[src/rtl/flash_cfg_pkg.sv]
// Shared constants, types and field positions for the flash read-configuration block.
// Assumes each file that uses it imports this package whole in its module header.
package flash_cfg_pkg;

  ////////////////////////////////////////////////////////////////////////////////
  // Data and configuration widths.
  localparam int DQ_W      = 16;     // Width of the data bus and of the config word.
  localparam int LC_W      = 3;      // Width of the latency field.
  localparam int BL_W      = 3;      // Width of the burst-length field.

  ////////////////////////////////////////////////////////////////////////////////
  // Field positions of the read configuration word.
  localparam int RM_BIT    = 15;     // Read mode: 0 burst, 1 page.
  localparam int RES14_BIT = 14;     // Reserved, written as zero.
  localparam int LC_HI     = 13;     // Top bit of the latency field.
  localparam int LC_LO     = 11;     // Bottom bit of the latency field.
  localparam int WP_BIT    = 10;     // Wait polarity: 1 active high.
  localparam int DH_BIT    = 9;      // Data hold: 1 two clocks.
  localparam int WD_BIT    = 8;      // Wait lead: 1 one data cycle early.
  localparam int BS_BIT    = 7;      // Burst order: 1 linear.
  localparam int CE_BIT    = 6;      // Clock edge: 1 rising.
  localparam int BW_BIT    = 3;      // Burst wrap disable: 1 no wrap.
  localparam int BL_HI     = 2;      // Top bit of the burst-length field.
  localparam int BL_LO     = 0;      // Bottom bit of the burst-length field.

  ////////////////////////////////////////////////////////////////////////////////
  // Reset value and encodings.
  localparam logic [DQ_W-1:0] CFG_RESET   = 16'hBFCF;  // Every field at its default.
  localparam logic [LC_W-1:0] LC_MIN      = 3'h2;      // Lowest legal latency code.
  localparam logic [LC_W-1:0] LC_MAX      = 3'h7;      // Used for reserved codes too.
  localparam logic [BL_W-1:0] BL_WORDS4   = 3'h1;      // Four-word burst.
  localparam logic [BL_W-1:0] BL_WORDS8   = 3'h2;      // Eight-word burst.
  localparam logic [BL_W-1:0] BL_WORDS16  = 3'h3;      // Sixteen-word burst.
  localparam logic [3:0]      MASK4       = 4'h3;      // Wrap mask for four words.
  localparam logic [3:0]      MASK8       = 4'h7;      // Wrap mask for eight words.
  localparam logic [3:0]      MASK16      = 4'hF;      // Wrap mask for sixteen words.

  ////////////////////////////////////////////////////////////////////////////////
  // Command codes and identifier space.
  localparam logic [7:0]      CMD_CFG_SETUP   = 8'h60; // First cycle of configure.
  localparam logic [7:0]      CMD_CFG_CONFIRM = 8'h03; // Second cycle of configure.
  localparam logic [7:0]      CMD_READ_ID     = 8'h90; // Enter identifier space.
  localparam logic [7:0]      CMD_READ_ARRAY  = 8'hFF; // Back to array reads.
  localparam logic [7:0]      ID_CFG_OFFSET   = 8'h05; // Config word in id space.
  localparam logic [DQ_W-1:0] ID_OTHER_WORD   = 16'h0000; // Arbitrary value, other ids.

  ////////////////////////////////////////////////////////////////////////////////
  // Types.
  // Control pins of the bus, all active low except the burst clock.
  typedef struct packed {
    logic ce_n;               // Chip enable.
    logic oe_n;               // Output enable.
    logic we_n;               // Write enable.
    logic address_valid_n;    // Address valid strobe.
    logic burst_clk;          // Burst clock from the host.
  } bus_ctrl_t;

  // Idle levels of the control pins: enables and strobes high, clock low.
  localparam bus_ctrl_t CTRL_IDLE = 5'h1E;

  // States of the burst engine.
  typedef enum logic [1:0] {ST_IDLE, ST_LATENCY, ST_DATA} burst_state_t;

endpackage

[src/rtl/pin_sync.sv]
// Two-flop synchroniser for a group of pins from outside the clock domain.
// Assumes only the second stage is read by other logic.
`timescale 1ns/1ps
module pin_sync #(
  parameter int W = 1                    // Number of bits synchronised.
) (
  // Clock and reset.
  input  wire logic         clk,
  input  wire logic         rst,
  // Asynchronous input and its synchronised copy.
  input  wire logic [W-1:0] async_in,
  output logic      [W-1:0] sync_out
);

  logic [W-1:0] meta_r;                  // First stage, read only by the second.

  // Both stages clear to zero under reset and then follow the pins.
  always_ff @(posedge clk) begin
    if (rst) begin
      meta_r   <= '0;
      sync_out <= '0;
    end else begin
      meta_r   <= async_in;
      sync_out <= meta_r;
    end
  end

endmodule // pin_sync

[src/rtl/word_fifo.sv]
// Flop-based word FIFO with valid and ready on both sides and a flush input.
// Assumes a single clock; full and empty are registered flags.
`timescale 1ns/1ps
module word_fifo #(
  parameter int W     = 16,              // Word width.
  parameter int DEPTH = 32,              // Number of words held.
  parameter int AW    = $clog2(DEPTH)    // Pointer width.
) (
  // Clock and reset.
  input  wire logic         clk,
  input  wire logic         rst,
  input  wire logic         flush,
  // Filling side.
  input  wire logic         in_valid,
  input  wire logic [W-1:0] in_data,
  output logic              in_ready,
  // Draining side.
  output logic              out_valid,
  output logic      [W-1:0] out_data,
  input  wire logic         out_ready
);

  logic [W-1:0] mem_r [DEPTH];           // Word storage.
  logic [AW-1:0] wr_ptr_r;               // Next slot to write.
  logic [AW-1:0] rd_ptr_r;               // Next slot to read.
  logic [AW:0]   count_r;                // Words held.
  logic [AW:0]   count_nxt;              // Words held after this cycle.
  logic          push;                   // A word enters.
  logic          pop;                    // A word leaves.

  assign push      = in_valid & in_ready;
  assign pop       = out_valid & out_ready;
  assign count_nxt = count_r + {{AW{1'b0}}, push} - {{AW{1'b0}}, pop};
  assign out_data  = mem_r[rd_ptr_r];

  // Pointers and flags; a flush empties the FIFO and wins over traffic.
  always_ff @(posedge clk) begin
    if (rst || flush) begin
      wr_ptr_r  <= '0;
      rd_ptr_r  <= '0;
      count_r   <= '0;
      in_ready  <= 1'b1;
      out_valid <= 1'b0;
    end else begin
      wr_ptr_r  <= push ? AW'(wr_ptr_r + 1'b1) : wr_ptr_r;
      rd_ptr_r  <= pop ? AW'(rd_ptr_r + 1'b1) : rd_ptr_r;
      count_r   <= count_nxt;
      in_ready  <= (count_nxt != (AW+1)'(DEPTH));
      out_valid <= (count_nxt != '0);
    end
  end

  // Storage is written only on an accepted word.
  always_ff @(posedge clk) begin
    if (push) begin
      mem_r[wr_ptr_r] <= in_data;
    end
  end

endmodule // word_fifo

[src/rtl/flash_burst_read_config.sv]
// Read-configuration and burst-read timing logic of a parallel NOR flash.
// Assumes the host drives the bus pins asynchronously to clk, that the burst
// clock runs well below clk, and that the array source answers combinationally.
//
// How it works
// - bit 15 picks burst or page reads
// - latency codes two to seven, default seven
// - first word after programmed latency clocks
// - no wait states inside a word line; outside identifier space the code asserts wait at any due word while the prefetch FIFO is empty
// - bit 10 sets the wait asserted level
// - wait changes only on valid edges
// - wait asserted until data is valid
// - page reads hold wait deasserted
// - wait floats unless both enables low
// - bit 9 holds words one or two clocks
// - bit 8 moves wait release earlier
// - bit 7 linear order, cleared is reserved
// - bit 6 selects the active clock edge
// - bit 3 cleared wraps within burst length
// - bits 2:0 give four, eight, sixteen, continuous
// - configure command loads, identifier offset five reads
`timescale 1ns/1ps
module flash_burst_read_config
  import flash_cfg_pkg::*;
#(
  parameter int ADDR_W     = 24,         // Width of the word address.
  parameter int FIFO_DEPTH = 32          // Words prefetched from the array.
) (
  // Clock and reset.
  input  wire logic              clk,
  input  wire logic              rst,
  // Bus pins from the host.
  input  wire bus_ctrl_t         ctrl_pins,
  input  wire logic [ADDR_W-1:0] addr_pins,
  input  wire logic [DQ_W-1:0]   dq_in,
  output logic      [DQ_W-1:0]   dq_out,
  output logic                   dq_oe_n,
  output logic                   wait_out,
  output logic                   wait_oe_n,
  // Array source.
  output logic      [ADDR_W-1:0] array_addr,
  output logic                   array_fetch,
  input  wire logic              array_valid,
  input  wire logic [DQ_W-1:0]   array_data,
  output logic                   array_ready,
  // Configuration view.
  output logic      [DQ_W-1:0]   read_config_reg
);

  ////////////////////////////////////////////////////////////////////////////////
  // Input synchronisers and edge detection.

  bus_ctrl_t         ctrl_s;             // Control pins after two flops.
  bus_ctrl_t         ctrl_x;             // Synced pins with idle levels flipped to zero.
  logic [ADDR_W-1:0] addr_s;             // Address after two flops.
  logic [DQ_W-1:0]   dq_s;               // Data in after two flops.
  bus_ctrl_t         ctrl_d_r;           // Control pins one cycle later.

  pin_sync #(.W($bits(bus_ctrl_t))) u_sync_ctrl (
    .clk      (clk),
    .rst      (rst),
    .async_in (ctrl_pins ^ CTRL_IDLE),
    .sync_out (ctrl_x)
  );

  // The stages clear to zero, so the pins cross flipped: reset then reads as idle,
  // not as an active bus with a write strobe.
  assign ctrl_s = ctrl_x ^ CTRL_IDLE;

  pin_sync #(.W(ADDR_W + DQ_W)) u_sync_bus (
    .clk      (clk),
    .rst      (rst),
    .async_in ({addr_pins, dq_in}),
    .sync_out ({addr_s, dq_s})
  );

  // Delayed copy of the synchronised pins for edge detection.
  always_ff @(posedge clk) begin
    if (rst) begin
      ctrl_d_r <= CTRL_IDLE;
    end else begin
      ctrl_d_r <= ctrl_s;
    end
  end

  ////////////////////////////////////////////////////////////////////////////////
  // Configuration fields and decoded views.

  logic [DQ_W-1:0] cfg_r;                // The read configuration word.
  logic            cfg_pending_r;        // Configure setup seen, confirm awaited.
  logic            id_mode_r;            // Reads come from identifier space.

  wire             sync_mode  = ~cfg_r[RM_BIT];
  wire [LC_W-1:0]  lc_field   = cfg_r[LC_HI:LC_LO];
  wire [LC_W-1:0]  lat        = (lc_field < LC_MIN) ? LC_MAX : lc_field;
  wire             wait_hi    = cfg_r[WP_BIT];
  wire             hold_two   = cfg_r[DH_BIT];
  wire             wait_lead  = cfg_r[WD_BIT];
  wire             rise_edge  = cfg_r[CE_BIT];
  wire [BL_W-1:0]  bl_field   = cfg_r[BL_HI:BL_LO];

  // Wrap mask from the burst length; continuous and reserved lengths never wrap.
  wire [3:0] wrap_mask = (bl_field == BL_WORDS4)  ? MASK4  :
                         (bl_field == BL_WORDS8)  ? MASK8  :
                         (bl_field == BL_WORDS16) ? MASK16 : 4'h0;
  // Wrap only when the wrap-disable bit is cleared.
  wire       wrap_on   = ~cfg_r[BW_BIT] & (wrap_mask != 4'h0);

  // Clock and strobe edges seen through the synchronisers.
  wire clk_rise   = ctrl_s.burst_clk & ~ctrl_d_r.burst_clk;
  wire clk_fall   = ~ctrl_s.burst_clk & ctrl_d_r.burst_clk;
  wire valid_edge = rise_edge ? clk_rise : clk_fall;
  wire we_rise    = ctrl_s.we_n & ~ctrl_d_r.we_n;
  wire bus_active = ~ctrl_s.ce_n & ~ctrl_s.oe_n;

  ////////////////////////////////////////////////////////////////////////////////
  // Command decode on the end of each write cycle.

  wire       cmd_write   = we_rise & ~ctrl_s.ce_n;
  wire [7:0] cmd_byte    = dq_s[7:0];
  wire       cfg_load    = cmd_write & cfg_pending_r & (cmd_byte == CMD_CFG_CONFIRM);

  // The config word is taken from the address lines of the confirm cycle;
  // any other second cycle abandons the configure sequence.
  always_ff @(posedge clk) begin
    if (rst) begin
      cfg_r         <= CFG_RESET;
      cfg_pending_r <= 1'b0;
      id_mode_r     <= 1'b0;
    end else if (cmd_write) begin
      if (cfg_pending_r) begin
        cfg_pending_r <= 1'b0;
      end else begin
        cfg_pending_r <= (cmd_byte == CMD_CFG_SETUP);
      end
      if (cfg_load) begin
        cfg_r <= addr_s[DQ_W-1:0];
      end
      if (!cfg_pending_r && cmd_byte == CMD_READ_ID) begin
        id_mode_r <= 1'b1;
      end else if (!cfg_pending_r && cmd_byte == CMD_READ_ARRAY) begin
        id_mode_r <= 1'b0;
      end
    end
  end

  // Identifier space shows the configuration word at its fixed offset.
  wire [DQ_W-1:0] id_word = (addr_s[7:0] == ID_CFG_OFFSET) ? cfg_r : ID_OTHER_WORD;

  ////////////////////////////////////////////////////////////////////////////////
  // Array prefetch into the FIFO.

  logic [ADDR_W-1:0] read_addr_r;        // Address the current read started at.
  logic              fifo_in_ready;      // FIFO can take a word.
  logic              fifo_out_valid;     // FIFO holds a word.
  logic [DQ_W-1:0]   fifo_out_data;      // Head word of the FIFO.
  logic              fifo_pop;           // Head word consumed by the burst.

  // A burst starts on a valid edge while the address strobe is low.
  wire burst_start = sync_mode & ~ctrl_s.ce_n & ~ctrl_s.address_valid_n & valid_edge;
  // A page read restarts the prefetch whenever its address moves.
  wire page_move   = ~sync_mode & ~ctrl_s.ce_n & (addr_s != read_addr_r);
  wire restart     = burst_start | page_move;
  wire fifo_push   = array_valid & array_fetch & ~restart;

  // Next array address, wrapping in the low bits when wrap is on.
  wire [ADDR_W-1:0] addr_inc  = ADDR_W'(array_addr + 1'b1);
  wire [ADDR_W-1:0] addr_wrap = {array_addr[ADDR_W-1:4],
                                 (array_addr[3:0] & ~wrap_mask) |
                                 (addr_inc[3:0] & wrap_mask)};
  wire [ADDR_W-1:0] addr_next = wrap_on ? addr_wrap : addr_inc;

  word_fifo #(.W(DQ_W), .DEPTH(FIFO_DEPTH)) u_prefetch (
    .clk       (clk),
    .rst       (rst),
    .flush     (restart),
    .in_valid  (fifo_push),
    .in_data   (array_data),
    .in_ready  (fifo_in_ready),
    .out_valid (fifo_out_valid),
    .out_data  (fifo_out_data),
    .out_ready (fifo_pop)
  );

  assign array_ready = fifo_in_ready;

  // Prefetch pointer: reloaded on each restart, stepped on each accepted word.
  // Fetching runs only outside identifier space and stops when chip enable rises.
  always_ff @(posedge clk) begin
    if (rst) begin
      array_addr  <= '0;
      array_fetch <= 1'b0;
      read_addr_r <= '0;
    end else if (restart) begin
      array_addr  <= addr_s;
      read_addr_r <= addr_s;
      array_fetch <= ~id_mode_r;
    end else begin
      if (fifo_push && fifo_in_ready) begin
        array_addr <= addr_next;
      end
      if (ctrl_s.ce_n || id_mode_r) begin
        array_fetch <= 1'b0;
      end
    end
  end

  ////////////////////////////////////////////////////////////////////////////////
  // Burst engine.

  burst_state_t state_r;                 // Engine state.
  burst_state_t state_nxt;               // Next engine state.
  logic [LC_W:0] lat_cnt_r;              // Valid edges since the burst started.
  logic          phase_r;                // Second clock of a two-clock word.
  logic          wait_asrt_r;            // Wait is asserted, before polarity.

  wire [LC_W:0] lat_cnt_inc = (LC_W+1)'(lat_cnt_r + 1'b1);
  wire [LC_W:0] lead_cnt    = wait_lead ? (hold_two ? (LC_W+1)'(2) : (LC_W+1)'(1))
                                        : '0;
  wire          lat_done    = (state_r == ST_LATENCY) & ~burst_start &
                              (lat_cnt_inc == {1'b0, lat});
  // Edges counted at this edge; the start edge is zero, whatever the old count.
  wire [LC_W:0] edge_cnt    = burst_start ? '0 : lat_cnt_inc;
  // Wait may release early when the first word is one data cycle away.
  wire          lead_done   = (edge_cnt + lead_cnt) >= {1'b0, lat};
  // A word is due at the end of latency or when the hold time has run.
  wire          word_due    = valid_edge & bus_active &
                              (lat_done | ((state_r == ST_DATA) & (~hold_two | phase_r)));
  wire          word_ready  = id_mode_r | fifo_out_valid;
  wire          word_emit   = word_due & word_ready;

  assign fifo_pop = word_emit & ~id_mode_r;

  // Next state: idle without chip enable, latency after a start, data after it.
  always_comb begin
    state_nxt = state_r;
    case (state_r)
      ST_IDLE: begin
        if (burst_start) begin
          state_nxt = ST_LATENCY;
        end
      end
      ST_LATENCY: begin
        if (lat_done && bus_active && valid_edge) begin
          state_nxt = ST_DATA;
        end
      end
      ST_DATA: begin
        state_nxt = ST_DATA;
      end
      default: begin
        state_nxt = ST_IDLE;
      end
    endcase
    if (ctrl_s.ce_n || !sync_mode) begin
      state_nxt = ST_IDLE;
    end else if (burst_start) begin
      state_nxt = ST_LATENCY;
    end
  end

  // Latency counter and hold phase advance only on valid clock edges.
  always_ff @(posedge clk) begin
    if (rst) begin
      state_r   <= ST_IDLE;
      lat_cnt_r <= '0;
      phase_r   <= 1'b0;
    end else begin
      state_r <= state_nxt;
      if (burst_start) begin
        lat_cnt_r <= '0;
        phase_r   <= 1'b0;
      end else if (valid_edge && state_r == ST_LATENCY && bus_active) begin
        lat_cnt_r <= lat_cnt_inc;
      end
      if (word_emit) begin
        phase_r <= 1'b0;
      end else if (valid_edge && state_r == ST_DATA && hold_two && bus_active) begin
        phase_r <= ~phase_r;
      end
    end
  end

  ////////////////////////////////////////////////////////////////////////////////
  // Wait tracking: asserted until the next word is on the bus.

  // Wait moves on valid edges of an active cycle in burst mode and clears when deselected or in page mode; once the
  // first word is out it stays released while words keep coming.
  always_ff @(posedge clk) begin
    if (rst) begin
      wait_asrt_r <= 1'b0;
    end else if (!sync_mode || ctrl_s.ce_n) begin
      wait_asrt_r <= 1'b0;
    end else if (valid_edge && bus_active) begin
      if (state_r != ST_DATA && state_nxt != ST_DATA) begin
        wait_asrt_r <= ~lead_done;
      end else if (word_due) begin
        wait_asrt_r <= ~word_ready;
      end
    end
  end

  ////////////////////////////////////////////////////////////////////////////////
  // Pin outputs, all from flops.

  // Data follows the emitted word in burst mode and the address in page mode;
  // the pins are released whenever either enable is high.
  always_ff @(posedge clk) begin
    if (rst) begin
      dq_out    <= '0;
      dq_oe_n   <= 1'b1;
      wait_out  <= 1'b0;
      wait_oe_n <= 1'b1;
    end else begin
      dq_oe_n   <= ~bus_active;
      wait_oe_n <= ~bus_active;
      if (!sync_mode && bus_active) begin
        dq_out <= id_mode_r ? id_word : fifo_out_data;
      end else if (word_emit) begin
        dq_out <= id_mode_r ? id_word : fifo_out_data;
      end
      // Polarity maps the asserted flag onto the pin level.
      if (!sync_mode) begin
        wait_out <= ~wait_hi;
      end else if (!bus_active) begin
        wait_out <= wait_hi;
      end else if (valid_edge) begin
        wait_out <= wait_hi ~^ wait_state_nxt();
      end
    end
  end

  // The asserted flag as it will stand after this valid edge.
  function automatic logic wait_state_nxt();
    logic asrt;
    asrt = wait_asrt_r;
    if (state_r != ST_DATA && state_nxt != ST_DATA) begin
      asrt = ~lead_done;
    end else if (word_due) begin
      asrt = ~word_ready;
    end
    return asrt;
  endfunction

  assign read_config_reg = cfg_r;

endmodule // flash_burst_read_config

[config.mk]
export PLATFORM = sky130hd
export DESIGN_NAME = flash_burst_read_config
export DESIGN_NICKNAME = d
export VERILOG_FILES = /design/src/rtl/flash_cfg_pkg.sv /design/src/rtl/pin_sync.sv /design/src/rtl/word_fifo.sv /design/src/rtl/flash_burst_read_config.sv
export SDC_FILE = /design/constraint.sdc
export NUM_CORES = 1
export LEC_CHECK = 0
export ABC_CLOCK_PERIOD_IN_PS = 7700
export BUFFER_PORTS_ARGS = -buffer_cell sky130_fd_sc_hd__buf_2
export CAP_MARGIN = 20
export CORE_ASPECT_RATIO = 0.7
export CORE_MARGIN = 2
export CORE_UTILIZATION = 55
export CTS_CLUSTER_DIAMETER = 30
export CTS_CLUSTER_SIZE = 8
export DETAILED_ROUTE_END_ITERATION = 16
export PLACE_DENSITY = 0.81
export SLEW_MARGIN = 10
export SYNTH_ARGS = -nofsm -noshare
export SYNTH_HDL_FRONTEND = slang
export SYNTH_SLANG_ARGS = --single-unit
[constraint.sdc]
create_clock -name clk -period 7.7 [get_ports clk]
set_input_delay 1.155 -clock clk [delete_from_list [all_inputs] [get_ports clk]]
set_output_delay 1.155 -clock clk [all_outputs]
set_load 0.01 [all_outputs]
==> metrics.md, run 1 <==
| Metric | Value |
|---|---|
| Worst R2R Setup Slack | 3490 ps |
| FMAX | 237.8 MHz |
| Core Area | 0.04820 mm^2 |
| Placer's final routability congestion estimate | 0.9449 |
| CTS Hold Bufs | 0 |
| Row cnt | 67 |
| Post CTS Setup Buffer Count | 0 |
| Worst path max stage delay | 630 ps |
| Final std cells w/o fill | 2572 |
| H-tree levels | 3 |
| Num CTS Buffers | 114 |
| Initial antenna violation count | 1 |
| Antenna cell count | 0 |
| Vias | 16429 |
| # IOs | between 100 and 150 |
| Outcome | complete, no violations |
| Largest net degree at the start of global routing | just under 90 |
| Clock slew at reported path FFs | 50 ps |
| Yosys top cell area share | 56.87% |
| Vias per cell | 6.388 |
| Worst skew pair latency | 640 ps |
| Fill cells | between 2000 and 3000 |
| WL/cell | 27.31 um |
| CP max stage cell | dfxtp_1 |
| Ys async rst share | 0% |
| Max clock buf depth | 3 |
| CP Class | reg2reg |
| WHS Endpoint | u_sync_bus.sync_out[17] |
| Placed Cells | ~2400 |
| Synth Flop Type | edfxtp_1 |
| Register area | between 0.015 and 0.02 mm^2 |
| Required time of the critical path | around 8200 ps |
| Largest Register | u_prefetch.mem_r |
| DP HPWL | 37950 um |
| Worst Path Arrival | 4680 ps |
| Maximum vdd drop | 0.2702 mV |
| Initial DRC Count | between 2000 and 2500 |
| Yosys reg bits | 704 |
| Final setup fails | 0 |
| DIE AREA | 0.05097 mm^2 |
| Unique masters post-synth | 60 |
| Synth warn | 0 |
| Crit path time final | 4205 ps |
| Pins Over Slew Limit | 0 |
| Syn Nets | 1741 |
| Vias in the first global route | 16490 |
| Largest register FFs | 512 |
| Critical Path Sink Type | flip-flop |
| CTS Sinks | a little over 700 |
| CTS tree | done |
| Gate Count Post-Synth | 1657 |
| DRT antenna net count | 0 |
| CP startpoint kind | flip-flop |
| Clock Tree Root | clkbuf_16 |
| Hold depth | 1 |
| Critical path, cell by cell | and4b_1 -> a21bo_2 -> nor4_2 -> a21oi_4 -> nor3b_2 -> ha_1 -> inv_1 -> ha_1 -> fa_1 -> a21oi_1 -> nor2_1 -> nor2_1 -> xor2_1 -> and4_1 -> a21oi_1 |
| Leakage | 10.90 nW |
| Worst slew pin tran | 979.7 ps |
| Die H | 189.5 um |
| Setup TNS | 0 ps |
| RSZ-0062 raised after global routing | no |
| Total Nets Final | 1931 |
| Post-CTS Resized | 0 |
| Clock Skews | 21.16 ps |
| Slew HR | 34.69% |
| Biggest regs | u_prefetch.mem_r: 512 flops, u_sync_bus.meta_r: 32 flops, u_sync_bus.sync_out: 32 flops |
| Area of the multi-input gates | 0.007335 mm^2 |
| Cell Area, Synth | between 0.02 and 0.03 mm^2 |
| Sequential area share after synthesis | 71.08% |
| Die W | 269.0 um |
| Input/output buffers | roughly 120 |
| Overflow after GRT | 0 |
| Worst Path Max Fanout | 10 |
| Area growth syn-to-layout | 18.44% |
| Hold Startpoint | u_sync_bus.meta_r[17] |
| RR Startpoint | u_sync_ctrl.sync_out[4] |
| Fin. Hold Viols | 0 |
| Gr usage total | 27.94% |
| Syn avg cell area | 16.32 um^2 |
| EDFF count, synth | 512 |
| Layout cells sized above 1 | 24.15% |
| Cell taking the most area after synthesis | edfxtp_1 |
| Total Routed Length | 70250 um |
| Final worst-path cycle share | 54.61% |
| Hold WC Path Type | reg2reg |
| Starting Density | a little under three fifths |
| DRC | 0 |
| Global-route wire length before repair | 103500 um |
| Synth area leaders | edfxtp_1 (57%), dfxtp_1 (14%), mux4_2 (11%), nor2_1 (2.2%), nor2b_1 (1.9%) |
| Cell Pwr Density | 282.1 mW/mm^2 |
| Worst reg-to-reg path cell count | 15 |
| Worst R2R End | u_prefetch.out_valid |
| Max-cap viol count | 0 |
| DRT Pass-1 Iters | 8 |
-- Yosys cell counts (3+ instances only) --
| library cell | instances |
|---|---|
| nor3_1 | 25 |
| a22oi_1 | 64 |
| ha_1 | 18 |
| or3_1 | 3 |
| nor2b_1 | 80 |
| o21a_1 | 3 |
| nor4_1 | 12 |
| nand3b_1 | 5 |
| and3_1 | 6 |
| nand2_1 | 41 |
| xor2_1 | 30 |
| a211oi_1 | 40 |
| a211o_1 | 15 |
| nor2_1 | 157 |
| a22o_1 | 23 |
| nand3_1 | 17 |
| a21oi_1 | 43 |
| nand4_1 | 14 |
| mux2i_1 | 9 |
| o21ai_0 | 5 |
| buf_2 | 15 |
| inv_1 | 37 |
| buf_1 | 5 |
| nand2b_1 | 7 |
| or4_1 | 3 |
| mux4_2 | 128 |
| and2_1 | 6 |
| dfxtp_1 | 192 |
| clkbuf_1 | 69 |
| xnor2_1 | 35 |
| edfxtp_1 | 512 |
-- worst max path at each step --
stage	start	end	slack, ps	cells past startpoint
global route	lat_cnt_r[0]	u_prefetch.out_valid	3310	16
CTS	flip-flop	dq_out[3]	3580	8
global placement	read_config_reg[6]	u_prefetch.out_valid	3800	15
finish	u_sync_ctrl.sync_out[4]	u_prefetch.out_valid	3490	15
floorplan	read_config_reg[6]	u_prefetch.out_valid	4140	16
detailed placement	read_config_reg[6]	u_prefetch.out_valid	3760	15
-- report_power, final --
part | internal (W) | switching, W
sequential | 0.00410 | 0.0000310
clock | 0.00311 | 0.00164
combinational | 0.0000470 | 0.000107
-- cell usage in the layout, fill, tap and decap left out, types with 7 or more instances in the layout --
cell | synthesis | layout
ha_1 | 18 | 18
mux2i_1 | 9 | 9
nor4_1 | 12 | 11
nand2_1 | 41 | 41
buf_4 | 1 | 48
clkbuf_1 | 69 | 26
a211o_1 | 15 | 15
a211oi_1 | 40 | 40
xnor2_1 | 35 | 35
clkbuf_16 | 0 | 117
buf_2 | 15 | 115
clkbuf_8 | 0 | 9
nor2b_1 | 80 | 77
inv_1 | 37 | 37
edfxtp_1 | 512 | 512
bufinv_16 | 0 | 9
mux4_2 | 128 | 128
a22oi_1 | 64 | 64
clkinv_2 | 0 | 12
xor2_1 | 30 | 30
nand4_1 | 14 | 14
nand2b_1 | 7 | 7
dfxtp_1 | 192 | 190
nand3_1 | 17 | 17
clkinv_1 | 0 | 8
nor2_1 | 157 | 156
a21oi_1 | 43 | 43
a22o_1 | 23 | 23
nor3_1 | 25 | 25
-- worst max-delay path, delay by kind of cell, from the launching register on --
kind / cells / cell delay (ps)
XOR/XNOR: 1 / 210
AND/OR/NAND/NOR: 6 / 1530
adder cells (fa/ha/maj): 3 / 880
flip-flops: 1 / 630
AO/OA/AOI/OAI: 4 / 730
buffers and inverters: 1 / 50
-- layer usage --
layer | GRT usage, % | up-vias | wire (um) | share of wire (%)
met4 | 10.32 | 0 | 2547 | 3.6
met5 | 0 | - | 0 | 0
met3 | 7.062 | 216 | 7454 | 11
met2 | 43.57 | 1107 | 33360 | 47
met1 | 38.39 | 8325 | 26890 | 38
li1 | - | 6781 | - | -
-- kinds of logic (layout without fill, tap and decap cells) --
family | count (synthesis) | in the layout | synth area share, %
AND/OR/NAND/NOR | 389 | 389 | 7.136
adder cells (fa/ha/maj) | 20 | 20 | 0.9811
multiplexers | 139 | 139 | 11.08
XOR/XNOR | 65 | 65 | 2.106
AO/OA/AOI/OAI | 213 | 213 | 5.766
buffers and inverters | 127 | 387 | 1.847
flip-flops | 704 | 704 | 71.08
-- cell type report --
cell class,count,share of cell area [%]
Inverter,37,0.4337
Clock inverter,34,1.254
Tap cell,655,2.559
Multi-Input combinational cell,826,22.91
Clock buffer,152,9.835
Sequential cell,704,60.04
Timing Repair Buffer,164,2.970
-- metrics by stage --
stage | util (%) | hold WS, ps | worst slack [ps] | cell area (um^2) | total power (W)
finish | 66.43 | 427.4 | 3495 | 32020 | 0.009034
global route | 66.43 | 449.2 | 3312 | 32020 | 0.009243
CTS | 66.40 | 431.9 | 3582 | 32010 | 0.009051
detailed placement | 59.03 | 384.8 | 3762 | 28450 | 0.004342
global placement | 59.03 | 382.7 | 3802 | 28450 | 0.004333
floorplan | - | 370.8 | 4137 | 27040 | 0.004252
Power figures use the tool's default switching activity.
==> inputs of run 2 (changes only) <==
--- a/config.mk
+++ b/config.mk
@@ -5,7 +5,7 @@
 export SDC_FILE = /design/constraint.sdc
 export NUM_CORES = 1
 export LEC_CHECK = 0
-export ABC_CLOCK_PERIOD_IN_PS = 7700
+export ABC_CLOCK_PERIOD_IN_PS = 3900
 export BUFFER_PORTS_ARGS = -buffer_cell sky130_fd_sc_hd__buf_2
 export CAP_MARGIN = 20
 export CORE_ASPECT_RATIO = 0.7
==> constraint.sdc (replaced) <==
create_clock -name clk -period 3.9 [get_ports clk]
set_input_delay 0.585 -clock clk [delete_from_list [all_inputs] [get_ports clk]]
set_output_delay 0.585 -clock clk [all_outputs]
set_load 0.01 [all_outputs]
==> run 2 against run 1 <==
Final cell count hardly changed. Largest cell class unchanged. Maximum frequency is 17% higher. Worst hold slack got worse by 320 ps. Sequential cell count did not move.
==> metrics.md, run 2 (synthesized netlist as in run 1, its figures left out) <==
| Metric | Value |
|---|---|
| Input/output buffers | 116 |
| Fill cells | between 2000 and 3000 |
| RR Startpoint | read_config_reg[6] |
| DRT antenna net count | 0 |
| Pins Over Slew Limit | 0 |
| Die W | 269.0 um |
| Worst skew pair latency | 660 ps |
| Global-route wire length before repair | 102700 um |
| # IOs | 125 |
| Hold WC Path Type | in2reg |
| Placer's final routability congestion estimate | 0.8997 |
| Gr usage total | 27.73% |
| Vias | 16215 |
| Worst setup margin | approximately 310 ps |
| Overflow after GRT | 0 |
| Worst Path Arrival | 4080 ps |
| WHS Endpoint | u_sync_ctrl.meta_r[4] |
| Hold depth | 2 |
| Final Cell Area | between 0.03 and 0.04 mm^2 |
| Cell Pwr Density | 534.5 mW/mm^2 |
| Commonest non-fill, non-tap cell in the layout | edfxtp_1 |
| Worst slew pin tran | 830.8 ps |
| Most frequent cells in the layout | edfxtp_1 (512), dfxtp_1 (189), nor2_1 (156) |
| Core Area | about 0.048 mm^2 |
| Total Routed Length | 69040 um |
| Vias in the first global route | 16468 |
| Worst R2R Setup Slack | 310 ps |
| Max clock buf depth | 3 |
| Largest register FFs | 512 |
| Max-cap viol count | 0 |
| CP Class | reg2reg |
| Die H | 189.5 um |
| Outcome | complete, no violations |
| CP startpoint kind | flip-flop |
| Leakage | between 10 and 15 nW |
| Largest Register | u_prefetch.mem_r |
| Total Nets Final | 1938 |
| Num CTS Buffers | approximately 110 |
| Critical Path Sink Type | flip-flop |
| Worst Path Max Fanout | 6 |
| Crit path time final | 3594 ps |
| Worst R2R End | u_prefetch.out_valid |
| RSZ-0062 raised after global routing | no |
| Starting Density | between 50% and 60% |
| Largest net degree at the start of global routing | 79 |
| DIE AREA | 0.05097 mm^2 |
| Initial DRC Count | 2359 |
| DRT Pass-1 Iters | 7 |
| FMAX | 278.3 MHz |
| Post-place setup slack | 163.9 ps |
| Worst reg-to-reg path cell count | 15 |
| Fin. Hold Viols | 0 |
| WL/cell | 26.85 um |
| Area growth syn-to-layout | 17.86% |
| Vias per cell | 6.307 |
| CTS tree | done |
| Biggest regs | u_prefetch.mem_r: 512 flops, u_sync_bus.meta_r: 32 flops, u_sync_bus.sync_out: 32 flops |
| CTS Hold Bufs | 0 |
| Initial antenna violation count | 1 |
| Required time of the critical path | 4390 ps |
| DRC | 0 |
| Row cnt | 67 |
| Slew HR | 44.55% |
| DP HPWL | 39320 um |
| Clock Skews | 50.57 ps |
| Final std cells w/o fill | 2571 |
| Final worst-path cycle share | 92.15% |
| Placed Cells | 2399 |
| Antenna cell count | 0 |
| Post-DP Area | 0.02864 mm^2 |
| Maximum vdd drop | 0.5068 mV |
| Clock Tree Root | clkbuf_16 |
| Final setup fails | 0 |
| H-tree levels | 3 |
| Clock slew at reported path FFs | 50 ps |
| Setup TNS | 0 ps |
| Layout cells sized above 1 | 23.96% |
| CTS Sinks | about 700 |
| Hold Startpoint | ctrl_pins[4] |
[run 2: cell types whose count changed in the layout (fill, tap and decap cells not counted), moves of 2 or more]
| cell | delta |
|---|---|
| buf_12 | +6 |
| buf_4 | +8 |
| bufinv_16 | -6 |
| clkbuf_1 | +7 |
| clkbuf_16 | -6 |
| clkbuf_8 | -5 |
| clkinv_2 | -5 |
| clkinv_8 | +2 |
[run 2: worst max-delay path by stage]
stage | cells past startpoint | start | end | slack [ps]
global route | 16 | lat_cnt_r[0] | u_prefetch.out_valid | 7
global placement | 15 | read_config_reg[6] | u_prefetch.out_valid | 270
detailed placement | 15 | read_config_reg[6] | u_prefetch.out_valid | 160
finish | 15 | read_config_reg[6] | u_prefetch.out_valid | 310
CTS | 15 | read_config_reg[6] | u_prefetch.out_valid | 170
floorplan | 16 | read_config_reg[6] | u_prefetch.out_valid | 340
[run 2: layout make-up]
class                           instances  area, um^2  share of cell area [%]
Multi-Input combinational cell        826        7350                   23.06
Tap cell                              655       819.5                   2.572
Sequential cell                       704       19230                   60.34
Inverter                               37       138.9                  0.4358
Clock inverter                         24       257.7                  0.8089
Timing Repair Buffer                  177        1116                   3.502
Clock buffer                          148        2957                   9.278
[run 2: routing by layer]
layer / share of wire (%) / vias to the layer above / track usage (%)
li1: - / 6787 / -
met1: 39 / 8201 / 39.45
met2: 47 / 1068 / 42.90
met3: 11 / 159 / 6.867
met4: 2.5 / 0 / 8.077
met5: 0 / - / 0
[run 2: where the power goes]
| part | internal [W] | leakage [nW] | switching (W) |
|---|---|---|---|
| Combinational | 0.0000931 | 3.08 | 0.000210 |
| Sequential | 0.00809 | 6.17 | 0.0000567 |
| Clock | 0.00540 | 1.56 | 0.00317 |
[run 2: repair_timing]
| item | CTS | global route |
|---|---|---|
| setup endpoints to repair | 0 | 2 |
| setup buffers | 0 | 0 |
| resized for setup | 0 | 4 |
[run 2: through the flow]
stage | power [W] | hold WS (ps) | utilization, %
6_report | 0.01703 | 105.6 | 66.11
5_1_grt | 0.01744 | 76.51 | 66.11
4_1_cts | 0.01708 | 76.88 | 66.07
3_5_place_dp | 0.008577 | 386.1 | 59.41
3_3_place_gp | 0.008558 | 381.6 | 59.41
2_1_floorplan | 0.008396 | 370.8 | -
[run 2: worst max-delay path, stage by stage, from the launching register on]
cell and delay (ps):
dfxtp_1 340, or3b_4 460, a21bo_2 300, nor4_4 360, a21oi_4 110, nor3b_2 230
ha_1 150, inv_1 40, ha_1 200, fa_1 440, a21oi_1 160, nor2_1 50
nor2_1 110, xor2_1 190, and4_1 230, a21oi_1 70
==> inputs of run 3 (changes only) <==
--- a/config.mk
+++ b/config.mk
@@ -8,11 +8,10 @@
 export ABC_CLOCK_PERIOD_IN_PS = 3900
 export BUFFER_PORTS_ARGS = -buffer_cell sky130_fd_sc_hd__buf_2
 export CAP_MARGIN = 20
-export CORE_ASPECT_RATIO = 0.7
+export CORE_ASPECT_RATIO = 1.4
 export CORE_MARGIN = 2
 export CORE_UTILIZATION = 55
 export CTS_CLUSTER_DIAMETER = 30
-export CTS_CLUSTER_SIZE = 8
 export DETAILED_ROUTE_END_ITERATION = 16
 export PLACE_DENSITY = 0.81
 export SLEW_MARGIN = 10
==> constraint.sdc (replaced) <==
create_clock -name clk -period 3.9 [get_ports clk]
set_input_delay 0.78 -clock clk [delete_from_list [all_inputs] [get_ports clk]]
set_output_delay 0.78 -clock clk [all_outputs]
set_load 0.01 [all_outputs]
==> run 3 against run 2 <==
Non-clock buffer count grew 10. Via count shrank 1.6%. Clock power up 7.2%. First-iteration DRC count shrank 36%. Final cell count is 0.12% higher. Global-route usage decreased by 1.4 points. Power is 3.5% higher. Critical path type unchanged. Largest cell class unchanged.
==> metrics.md, run 3 (synthesized netlist as in run 1, its figures left out) <==
| Metric | Value |
|---|---|
| Hold depth | 2 |
| Largest register FFs | 512 |
| Starting Density | between 50% and 60% |
| Worst R2R End | u_prefetch.out_valid |
| Hold WC Path Type | in2reg |
| FMAX | 273.7 MHz |
| Worst setup margin | 246.6 ps |
| Setup TNS | 0 ps |
| Max-cap viol count | 0 |
| CP max stage cell | fa_1 |
| Required time of the critical path | about 4400 ps |
| Max clock buf depth | 3 |
| H-tree levels | 3 |
| Vias | 15954 |
| Slew HR | 39.48% |
| Critical path's top delay family | simple AND/OR/NAND/NOR gates |
| Num CTS Buffers | 98 |
| Worst R2R Setup Slack | 250 ps |
| DP HPWL | a little under 40000 um |
| RSZ-0062 raised after global routing | no |
| Input/output buffers | 116 |
| Worst reg-to-reg path cell count | 15 |
| Worst Path Max Fanout | 5 |
| WL/cell | 25.76 um |
| CP startpoint kind | flip-flop |
| Final setup fails | 0 |
| Vias in the first global route | 16302 |
| Largest Register | u_prefetch.mem_r |
| Cell Pwr Density | 548.1 mW/mm^2 |
| Total Routed Length | 66320 um |
| CTS Hold Bufs | 0 |
| Final std cells w/o fill | 2574 |
| CTS tree | done |
| # IOs | 125 |
| Leakage | 10.98 nW |
| Initial DRC Count | between 1500 and 2000 |
| CTS Sinks | 704 |
| Clock Tree Root | clkbuf_16 |
| Overflow after GRT | 0 |
| Pins Over Slew Limit | 0 |
| Biggest regs | u_prefetch.mem_r: 512 flops, u_sync_bus.meta_r: 32 flops, u_sync_bus.sync_out: 32 flops |
| Post-place setup slack | 258.4 ps |
| Antenna cell count | 0 |
| Commonest non-fill, non-tap cell in the layout | edfxtp_1 |
| Final worst-path cycle share | between 90% and 100% |
| Global-route wire length before repair | 98950 um |
| Critical Path Sink Type | flip-flop |
| Worst slew pin tran | 906.8 ps |
| Crit path buf inv count | 1 |
| Vias per cell | around 6.2 |
| CP Class | reg2reg |
| Core Area | 0.04877 mm^2 |
| Fin. Hold Viols | 0 |
| DIE AREA | roughly 0.051 mm^2 |
| Placer's final routability congestion estimate | 0.9119 |
| Critical path, cell by cell | or3b_1 -> a21bo_2 -> nor4_2 -> a21oi_4 -> nor3b_2 -> ha_1 -> inv_1 -> ha_1 -> fa_1 -> a21oi_1 -> nor2_1 -> nor2_1 -> xor2_1 -> and4_1 -> a21oi_1 |
| RR Startpoint | read_config_reg[6] |
| Most frequent cells in the layout | edfxtp_1 (512), dfxtp_1 (190), nor2_1 (156) |
| Gr usage total | around a quarter |
| Crit path time final | 3653 ps |
| DRT Pass-1 Iters | 7 |
| Worst path depth | 15 |
| Die H | 266.3 um |
| WHS Endpoint | u_sync_ctrl.meta_r[2] |
| Largest net degree at the start of global routing | 53 |
| DRC | 0 |
| Area growth syn-to-layout | 18.97% |
| Clock slew at reported path FFs | 60 ps |
| Worst skew pair latency | 660 ps |
| Row cnt | 96 |
| Hold Startpoint | ctrl_pins[2] |
| Die W | between 150 and 200 um |
| Design Power | 0.01763 W |
| Worst Path Arrival | 4150 ps |
| Worst path max stage delay | ~440 ps |
| Maximum vdd drop | 0.4321 mV |
| Outcome | complete, no violations |
| Layout cells sized above 1 | 25.92% |
| Placed Cells | between 2000 and 2500 |
| DRT antenna net count | 0 |
| Clock Skews | 34.16 ps |
| Total Nets Final | 1938 |
| Final core occ | between 60% and 70% |
| Initial antenna violation count | 1 |
## run 3: cell count changes in the layout (fill, tap and decap cells not counted), moves of 2 or more
cell        delta
bufinv_16     +11
and2_2         +2
clkbuf_16     -13
inv_6         +18
inv_8          +7
clkinv_4      +12
buf_4          +6
buf_12         +3
and2_1         -2
clkinvlp_4     +2
clkbuf_1      -24
## run 3: final cells by class
type	instances	area, um^2
clock buffer	110	2527
multi-input combinational	826	7337
timing repair buffer	187	1236
sequential	704	19230
inverter	37	138.9
fill	3161	16600
tap	637	797.0
clock inverter	73	903.4
## run 3: worst max-delay path by stage
stage | from | to | slack [ps]
floorplan | read_config_reg[6] | u_prefetch.out_valid | 340
detailed placement | lat_cnt_r[0] | u_prefetch.out_valid | 260
global route | read_config_reg[6] | u_prefetch.out_valid | 10
CTS | lat_cnt_r[0] | u_prefetch.out_valid | 180
global placement | lat_cnt_r[0] | u_prefetch.out_valid | 340
finish | read_config_reg[6] | u_prefetch.out_valid | 250
## run 3: metal layers
layer	vias to the layer above	wire (um)	global-route usage, %
met4	2	2843	12.74
met2	926	34930	46.49
met3	180	5283	4.636
li1	6814	-	-
met5	-	11	0
met1	8032	23250	30.96
## run 3: metrics by stage
stage	hold slack (ps)	area, um^2
2_1_floorplan	370.8	27040
3_3_place_gp	386.5	28720
3_5_place_dp	395.8	28720
4_1_cts	270.3	32150
5_1_grt	298.6	32170
6_report	294.9	32170
## run 3: report_power, final
part | switching, W | internal, W | leakage (nW)
clock network | 0.00350 | 0.00571 | 1.67
registers | 0.0000475 | 0.00808 | 6.17
logic | 0.000208 | 0.0000956 | 3.14
total | 0.00375 | 0.0139 | 11.0
## run 3: repair_timing
item / in CTS / in global routing
gates resized for setup: 0 / 1
endpoints found under the setup margin: 0 / 2
setup buffers: 0 / 0
## run 3: worst reg2reg max path, delay by kind of cell, from the launching register on
kind,cells,cell delay [ps]
flip-flops,1,360
AND/OR/NAND/NOR,6,1460
XOR/XNOR,1,230
buffers and inverters,1,40
AO/OA/AOI/OAI,4,610
adder cells (fa/ha/maj),3,810
